## config.mk

```make
export PLATFORM = sky130hd
export DESIGN_NAME = serial_trace_pin_mux
export DESIGN_NICKNAME = d
export VERILOG_FILES = /design/src/serial_trace_pkg.sv /design/src/pad_sync.sv /design/src/serial_trace_pin_mux.sv
export SDC_FILE = /design/constraint.sdc
export NUM_CORES = 1
export LEC_CHECK = 0
export ABC_AREA = 1
export BUFFER_PORTS_ARGS = -buffer_cell sky130_fd_sc_hd__buf_2
export CORE_AREA = 2 2 80 82
export DETAILED_ROUTE_END_ITERATION = 12
export DIE_AREA = 0 0 82 84
export GPL_TIMING_DRIVEN = 1
export HOLD_SLACK_MARGIN = 0.05
export PLACE_DENSITY = 0.82
export SLEW_MARGIN = 20
export SYNTH_ARGS = -nofsm -noshare
export SYNTH_HDL_FRONTEND = slang
export SYNTH_SLANG_ARGS = --single-unit
```

## constraint.sdc

```tcl
create_clock -name clk_sys -period 1.8 [get_ports clk_sys]
set_input_delay 0 -clock clk_sys [delete_from_list [all_inputs] [get_ports clk_sys]]
set_output_delay 0 -clock clk_sys [all_outputs]
set_load 0.1 [all_outputs]
```

## src/serial_trace_pkg.sv

```systemverilog
// Shared constants for the serial/trace pad multiplexer.
package serial_trace_pkg;

    ////////////////////////////////////////////////////////////////////////////////
    // Pad counts and widths.
    localparam int SHARED_PADS = 14;
    localparam int TRACE_WIDTH = 16;
    localparam int CS_COUNT = 4;
    localparam int DATA_LANES = 4;
    localparam int SYNC_STAGES = 2;

    ////////////////////////////////////////////////////////////////////////////////
    // Position of each serial function on the shared pad vector.
    localparam int PAD_CLOCK = 0;
    localparam int PAD_CS_BASE = 1;
    localparam int PAD_ENABLE = 5;
    localparam int PAD_OUT_BASE = 6;
    localparam int PAD_IN_BASE = 10;

    ////////////////////////////////////////////////////////////////////////////////
    // Trace data bit carried by each shared pad in trace mode, element i for pad i.
    localparam logic [SHARED_PADS-1:0][3:0] TRACE_BIT_MAP = {
        4'hF, 4'hE, 4'hD, 4'hC,
        4'hB, 4'hA, 4'h9, 4'h8,
        4'h7,
        4'h3, 4'h2, 4'h6, 4'h5,
        4'h4
    };

    // Trace data bits that have dedicated pads and never share.
    localparam int DEDICATED_DATA_BITS = 2;

    ////////////////////////////////////////////////////////////////////////////////
    // Values after reset.
    localparam logic [SHARED_PADS-1:0] PAD_RESET = 14'h0000;
    localparam logic [TRACE_WIDTH-1:0] TRACE_RESET = 16'h0000;
    localparam logic TRACE_MODE_RESET = 1'b0;

    // Pad ownership.
    typedef enum logic [1:0] {
        OWNER_SERIAL = 2'b01,
        OWNER_TRACE = 2'b10
    } pad_owner_t;

endpackage : serial_trace_pkg

```

## src/pad_sync.sv

```systemverilog
// Two-flop synchroniser for a group of pad inputs.
`timescale 1ns/1ps
module pad_sync #(
    parameter int WIDTH = 1
) (
    // Clock and reset.
    input wire logic clk_sys,
    input wire logic rst_b,
    // Asynchronous pad levels in, synchronised levels out.
    input wire logic [WIDTH-1:0] asyncIn,
    output logic [WIDTH-1:0] syncOut
);

    logic [WIDTH-1:0] stage1;

    always_ff @(posedge clk_sys or negedge rst_b) begin
        if (!rst_b) begin
            stage1 <= '0;
            syncOut <= '0;
        end else begin
            stage1 <= asyncIn;
            syncOut <= stage1;
        end
    end

endmodule : pad_sync

```

## src/serial_trace_pin_mux.sv

```systemverilog
// Pad multiplexer sharing fourteen pads between the serial port and trace input.
`timescale 1ns/1ps
module serial_trace_pin_mux #(
    parameter int SHARED = serial_trace_pkg::SHARED_PADS,
    parameter int TRACE_W = serial_trace_pkg::TRACE_WIDTH
) (
    // Clock and reset.
    input wire logic clk_sys,
    input wire logic rst_b,
    // Module enables, from logic on the same clock.
    input wire logic serialEnable,
    input wire logic traceEnable,
    // Serial port side: per-pad drive, enable and received level.
    input wire logic [SHARED-1:0] serialOut,
    input wire logic [SHARED-1:0] serialOe,
    output logic [SHARED-1:0] serialIn,
    // Shared pads.
    input wire logic [SHARED-1:0] padIn,
    output logic [SHARED-1:0] padOut,
    output logic [SHARED-1:0] padOe,
    // Dedicated trace pads.
    input wire logic trace_in_clock_pin,
    input wire logic trace_in_sync_pin,
    input wire logic trace_in_enable_pin,
    input wire logic [1:0] traceDataPins,
    // Trace input side.
    output logic traceClock,
    output logic traceSync,
    output logic traceFrame,
    output logic [TRACE_W-1:0] trace_in_data_bus,
    // Current pad owner, high while the trace input holds the shared pads.
    output logic traceMode
);

    ////////////////////////////////////////////////////////////////////////////////
    // Input synchronisers.

    localparam int DED_W = 3 + serial_trace_pkg::DEDICATED_DATA_BITS;

    logic [SHARED-1:0] padSync;
    logic [DED_W-1:0] dedSync;
    logic selectTrace;
    serial_trace_pkg::pad_owner_t owner;
    logic [TRACE_W-1:0] next_traceData;

    pad_sync #(
        .WIDTH(SHARED)
    ) u_shared_sync (
        .clk_sys(clk_sys),
        .rst_b(rst_b),
        .asyncIn(padIn),
        .syncOut(padSync)
    );

    pad_sync #(
        .WIDTH(DED_W)
    ) u_dedicated_sync (
        .clk_sys(clk_sys),
        .rst_b(rst_b),
        .asyncIn({traceDataPins, trace_in_enable_pin, trace_in_sync_pin, trace_in_clock_pin}),
        .syncOut(dedSync)
    );

    ////////////////////////////////////////////////////////////////////////////////
    // Ownership decision.

    function automatic serial_trace_pkg::pad_owner_t ownerOf(input logic spiEn,
                                                             input logic trcEn);
        if (spiEn) begin
            ownerOf = serial_trace_pkg::OWNER_SERIAL;
        end else if (trcEn) begin
            ownerOf = serial_trace_pkg::OWNER_TRACE;
        end else begin
            ownerOf = serial_trace_pkg::OWNER_SERIAL;
        end
    endfunction : ownerOf

    always_comb begin
        owner = ownerOf(serialEnable, traceEnable);
        case (owner)
            serial_trace_pkg::OWNER_SERIAL: selectTrace = 1'b0;
            serial_trace_pkg::OWNER_TRACE: selectTrace = 1'b1;
            default: selectTrace = 1'b0;
        endcase
    end

    always_ff @(posedge clk_sys or negedge rst_b) begin
        if (!rst_b) begin
            traceMode <= serial_trace_pkg::TRACE_MODE_RESET;
        end else begin
            traceMode <= selectTrace;
        end
    end

    ////////////////////////////////////////////////////////////////////////////////
    // Pad drive: the serial port drives only while it owns the pads.

    always_ff @(posedge clk_sys or negedge rst_b) begin
        if (!rst_b) begin
            padOut <= serial_trace_pkg::PAD_RESET;
            padOe <= serial_trace_pkg::PAD_RESET;
            serialIn <= serial_trace_pkg::PAD_RESET;
        end else if (selectTrace) begin
            padOut <= '0;
            padOe <= '0;
            serialIn <= '0;
        end else begin
            padOut <= serialOut;
            padOe <= serialOe;
            serialIn <= padSync;
        end
    end

    ////////////////////////////////////////////////////////////////////////////////
    // Trace data assembly.

    always_comb begin
        next_traceData = '0;
        for (int b = 0; b < serial_trace_pkg::DEDICATED_DATA_BITS; b++) begin
            next_traceData[b] = dedSync[3 + b];
        end
        if (selectTrace) begin
            for (int i = 0; i < SHARED; i++) begin
                next_traceData[serial_trace_pkg::TRACE_BIT_MAP[i]] = padSync[i];
            end
        end
    end

    always_ff @(posedge clk_sys or negedge rst_b) begin
        if (!rst_b) begin
            trace_in_data_bus <= serial_trace_pkg::TRACE_RESET;
        end else begin
            trace_in_data_bus <= next_traceData;
        end
    end

    always_ff @(posedge clk_sys or negedge rst_b) begin
        if (!rst_b) begin
            traceClock <= 1'b0;
            traceSync <= 1'b0;
            traceFrame <= 1'b0;
        end else begin
            traceClock <= dedSync[0];
            traceSync <= dedSync[1];
            traceFrame <= dedSync[2];
        end
    end

    ////////////////////////////////////////////////////////////////////////////////
    // Checks.

    property p_serial_owns;
        @(posedge clk_sys) disable iff (!rst_b)
        serialEnable |=> (!traceMode && padOe == $past(serialOe) && padOut == $past(serialOut));
    endproperty
    a_serial_owns: assert property (p_serial_owns)
        else $error("Serial port enabled but pads not given to it.");

    property p_trace_owns;
        @(posedge clk_sys) disable iff (!rst_b)
        (traceEnable && !serialEnable) |=> (traceMode && padOe == '0 && serialIn == '0);
    endproperty
    a_trace_owns: assert property (p_trace_owns)
        else $error("Trace enabled alone but pads not released to it.");

    property p_idle_serial;
        @(posedge clk_sys) disable iff (!rst_b)
        (!traceEnable && !serialEnable) |=> (!traceMode && serialIn == $past(padSync));
    endproperty
    a_idle_serial: assert property (p_idle_serial)
        else $error("Idle pads not left with the serial port.");

    property p_dedicated;
        @(posedge clk_sys) disable iff (!rst_b)
        ##1 1'b1 |-> ##2 (traceClock == $past(trace_in_clock_pin, 3)
            && traceSync == $past(trace_in_sync_pin, 3)
            && traceFrame == $past(trace_in_enable_pin, 3)
            && trace_in_data_bus[1:0] == $past(traceDataPins, 3));
    endproperty
    a_dedicated: assert property (p_dedicated)
        else $error("Dedicated trace pads not passed through.");

    property p_clock_enable_map;
        @(posedge clk_sys) disable iff (!rst_b)
        traceMode |-> (trace_in_data_bus[4] == $past(padSync[0])
            && trace_in_data_bus[7] == $past(padSync[5]));
    endproperty
    a_clock_enable_map: assert property (p_clock_enable_map)
        else $error("Clock or enable pad mapped to wrong trace bit.");

    property p_cs_map;
        @(posedge clk_sys) disable iff (!rst_b)
        traceMode |-> (trace_in_data_bus[6:5] == $past(padSync[2:1])
            && trace_in_data_bus[3:2] == $past(padSync[4:3]));
    endproperty
    a_cs_map: assert property (p_cs_map)
        else $error("Chip-select pads mapped to wrong trace bits.");

    property p_out_map;
        @(posedge clk_sys) disable iff (!rst_b)
        traceMode |-> trace_in_data_bus[11:8] == $past(padSync[9:6]);
    endproperty
    a_out_map: assert property (p_out_map)
        else $error("Controller-out pads mapped to wrong trace bits.");

    property p_in_map;
        @(posedge clk_sys) disable iff (!rst_b)
        traceMode |-> trace_in_data_bus[15:12] == $past(padSync[13:10]);
    endproperty
    a_in_map: assert property (p_in_map)
        else $error("Controller-in pads mapped to wrong trace bits.");

    property p_serial_quiet;
        @(posedge clk_sys) disable iff (!rst_b)
        !traceMode |-> trace_in_data_bus[15:2] == '0;
    endproperty
    a_serial_quiet: assert property (p_serial_quiet)
        else $error("Shared trace bits active while serial port owns pads.");

endmodule : serial_trace_pin_mux

```

After elaboration in Yosys (flattened, before gate mapping):

Index checks and enable logic that the tools add are counted.

* register bits after elaboration: 100
* output and inout bits: 62
* logic and storage cells: 20

* eq/ne operators: 1
* multiplexer cells: 7

Operator list (number)
* 2-to-1 mux 14 bit: 4
* 2-to-1 mux 2 bit: 2
* equality test 2 bit, second input constant: 1
* 2-to-1 mux 1 bit: 1

Longest topological paths before layout:

* word-level depth: 5
* mapped depth: 4
* gate-level depth less buffers: 3

Cells and area by module:

A second synthesis with hierarchy kept.

* cells, all modules: 211
* area, all modules: 3059.2 µm²

By module, submodules not included
* serial_trace_pin_mux: times used 1, cells each 173, area an instance 2108.3 µm²
* pad_sync at u_shared_sync: times used 1, cells each 28, area an instance 700.7 µm²
* pad_sync at u_dedicated_sync: times used 1, cells each 10, area an instance 250.2 µm²

Worst setup path before layout:

Ideal clock, no wire load.

* kind: reg-to-output
* start point: reg padOe[0]
* end point: out padOe[0]
* arrival time: 0.883 ns
* setup slack: 0.917 ns
* stages on the path, launching flop included: 1
* path buffers: 0
* cell sequence: dfrtp_1

RTL lines
* start, declared: line serial_trace_pin_mux.sv:20 `output logic [SHARED-1:0] padOe,`
* start signal, assigned: line serial_trace_pin_mux.sv:101 `padOe <= serial_trace_pkg::PAD_RESET;`
* start signal, assigned: line serial_trace_pin_mux.sv:109 `padOe <= serialOe;`

No word-level cell between the ends.

Final worst setup path:

* start point: reg padOut[1]
* end point: out padOut[1]

RTL lines
* start, declared: line serial_trace_pin_mux.sv:19 `output logic [SHARED-1:0] padOut,`
* start signal, assigned: line serial_trace_pin_mux.sv:100 `padOut <= serial_trace_pkg::PAD_RESET;`
* start signal, assigned: line serial_trace_pin_mux.sv:108 `padOut <= serialOut;`

No word-level cell between the ends.

==> results_dict.tcl <==
set metrics [dict create \
    diodes 0 \
    crit_required_ns 1.80 \
    initial_utilization_pct 50.2 \
    clkLatencyLatePin_ns 0.35 \
    crit_path_end_kind "output pin" \
    gp_congestion 0.630 \
    async_reset_ff_share_pct 100 \
    grt_pass1_wl_microns 9830 \
    hold_viol_final 0 \
    setup_viol 0 \
    synth_top_area_share_pct 81.8 \
    final_nets 428 \
    antenna_found_initial 0 \
    rows 29 \
    cts_tree "done" \
    clock_skew_ns 0.00646 \
    yosys_warnings 0 \
    met3_usage_pct 5.74 \
    p_leak_nw 2.38 \
    grt_max_degree 44 \
    grt_busiest_layer "met2" \
    grtUsageMet1_pct 22.8 \
    synth_edf_count 0 \
    ant_nets 0 \
    coreArea_sq_mm 0.00610 \
    gr-usage-met2_pct 34.0 \
    dp_slack_ns 0.849 \
    wl_per_cell_microns 13.3 \
    yosysSeqAreaShare_pct 81.8 \
    ctsResizeCount 0 \
    critPathKind "flip-flop to output pin" \
    dpl.hpwl_microns 3750 \
    postCtsHoldBufs 48 \
    yosys-top-cells-count "dfrtp_1 (100), inv_1 (43), a21oi_1 (42), nor2_2 (8), buf_6 (6)" \
    post-route-util_pct 72.2 \
    htreeDepth 3 \
    relSlewSlack_pct 65.8 \
    fmax_ghz 0.891 \
    route.vias.total 2021 \
    worst_slew_pin_slew_ns 0.517 \
    synth_cell_types 10 \
    cts_root_buf "clkbuf_8" \
    crit_buf_inv 1 \
    cts.sinks 100 \
    first_pass_iters 2 \
    hold_path_class "input port to flip-flop" \
    io_buffers 112 \
    cts_inserted_buffers 9 \
    drc 0 \
    cts.clk_slew.worst_paths_ns 0.09 \
    drt_iter0_drc 86 \
    die_area_sq_mm 0.00689 \
    syn_inst 211 \
    powerDensity_mw_per_mm2 1140 \
    globalRouteOverflowTotal 0 \
    rsz0062_at_grt "false" \
    maxCapViolCount 0 \
    synth_top_flop_cell "dfrtp_1" \
    slew_viol_final 0 \
    cp-start-kind "flip-flop" \
    outcome "completed" \
    via_per_inst 4.40 \
    syn_area_sq_mm 0.00306 \
    syn_nets 262 \
    cp.arrival_ns 1.12 \
    syn_to_final_growth_pct 43.8 \
    die_x_microns 82 \
    tns_ns 0 \
    synth.most_common_cell "dfrtp_1" \
    setup_ws_ns 0.678 \
    path_max_fanout 1 \
    synth-seq-cells 100 \
    irDropWorstVdd_mv 0.721 \
    crit_chain "buf_2" \
    drt-total-wl_microns 6110 \
    yosys.area.top_type "dfrtp_1" \
    post-cts-setup-buffers 0 \
    yosys-top-cells-area "dfrtp_1 (82%), a21oi_1 (6.9%), inv_1 (5.3%)" \
    synth.avg_cell_area_sq_um 14.5 \
    clock_path_buffers 2 \
    cpPeakStageDelay_ns 0.42 \
    grt_pass1_vias 2150 \
    grt.total_usage_pct 19.6 \
    crit_slowest_cell "buf_2" \
    post-route-period-util_pct 62.3 \
    die_h_microns 84 \
    crit_family "buffers and inverters" \
    final.min_clock_period_ns 1.12 \
    drive_above_1_share_pct 37.4 \
    num_io_pins 113 \
]
stage by stage:
step / power [mW] / area, sq um / instances / hold slack (ns)
finish: 5.01 / 4400 / 459 / 0.128
global route: 5.21 / 4400 / 459 / 0.127
CTS: 5.06 / 4400 / 459 / 0.100
detailed placement: 3.34 / 3680 / 395 / -0.00403
global placement: 3.32 / 3680 / 395 / -0.00610
floorplan: 3.13 / 3060 / 211 / -0.296
final cells by class:
class	count	area, sq um
Clock buffer	10	128
Clock inverter	6	111
Fill cell	416	1700
Inverter	44	168
Multi-Input combinational cell	57	302
Sequential cell	100	2500
Tap cell	77	96.3
Timing Repair Buffer	165	1090
registers in the layout, indices dropped and copies added (netlist names):
register,cells
traceClock,1
padOut,14
traceSync,1
padOe,14
traceFrame,1
serialIn,14
trace_in_data_bus,16
u_shared_sync.syncOut,14
traceMode,1
u_shared_sync.stage1,14
u_dedicated_sync.syncOut,5
u_dedicated_sync.stage1,5
final timing paths:
| kind | start | end | slack, ns | depth (start not counted) |
|---|---|---|---|---|
| min | serialEnable | padOut[7]$_DFF_PN0_ | 0.13 | 3 |
| min reg2reg | u_shared_sync.stage1[1]$_DFF_PN0_ | u_shared_sync.syncOut[1]$_DFF_PN0_ | 0.35 | 0 |
| max | padOut[1]$_DFF_PN0_ | padOut[1] | 0.68 | 1 |
| max in group asynchronous | rst_b | u_dedicated_sync.syncOut[2]$_DFF_PN0_ | 1.06 | 3 |
| min in group asynchronous | rst_b | serialIn[7]$_DFF_PN0_ | 0.15 | 2 |
| max reg2reg | u_shared_sync.syncOut[5]$_DFF_PN0_ | serialIn[5]$_DFF_PN0_ | 1.13 | 2 |
logic make-up after synthesis:
group	share of synthesized area, %
AO/OA/AOI/OAI	6.87
AND/OR/NAND/NOR	2.99
buffers and inverters	8.34
flip-flops	81.8
report_power, final:
group	switching, mW	internal (mW)	leakage, nW
combinational	0.780	0.198	1.05
clock	0.708	0.926	0.117
sequential	0.0300	2.36	1.22
total	1.52	3.49	2.38
layout by cell type (no fill, tap or decap), drive strengths merged:
cell type,synthesis,routed
a21oi,42,42
buf,10,117
bufinv,0,3
clkbuf,0,10
clkinv,0,1
clkinvlp,0,1
dfrtp,100,100
dlygate4sd3,0,48
inv,44,45
nand2,1,1
nor2,14,14
metal layers:
layer	wire length [microns]	share of wire [%]
met2	3190	52
met5	0	0
met3	400	6.5
met4	138	2.3
met1	2380	39
(Power assumes the default switching activity.)
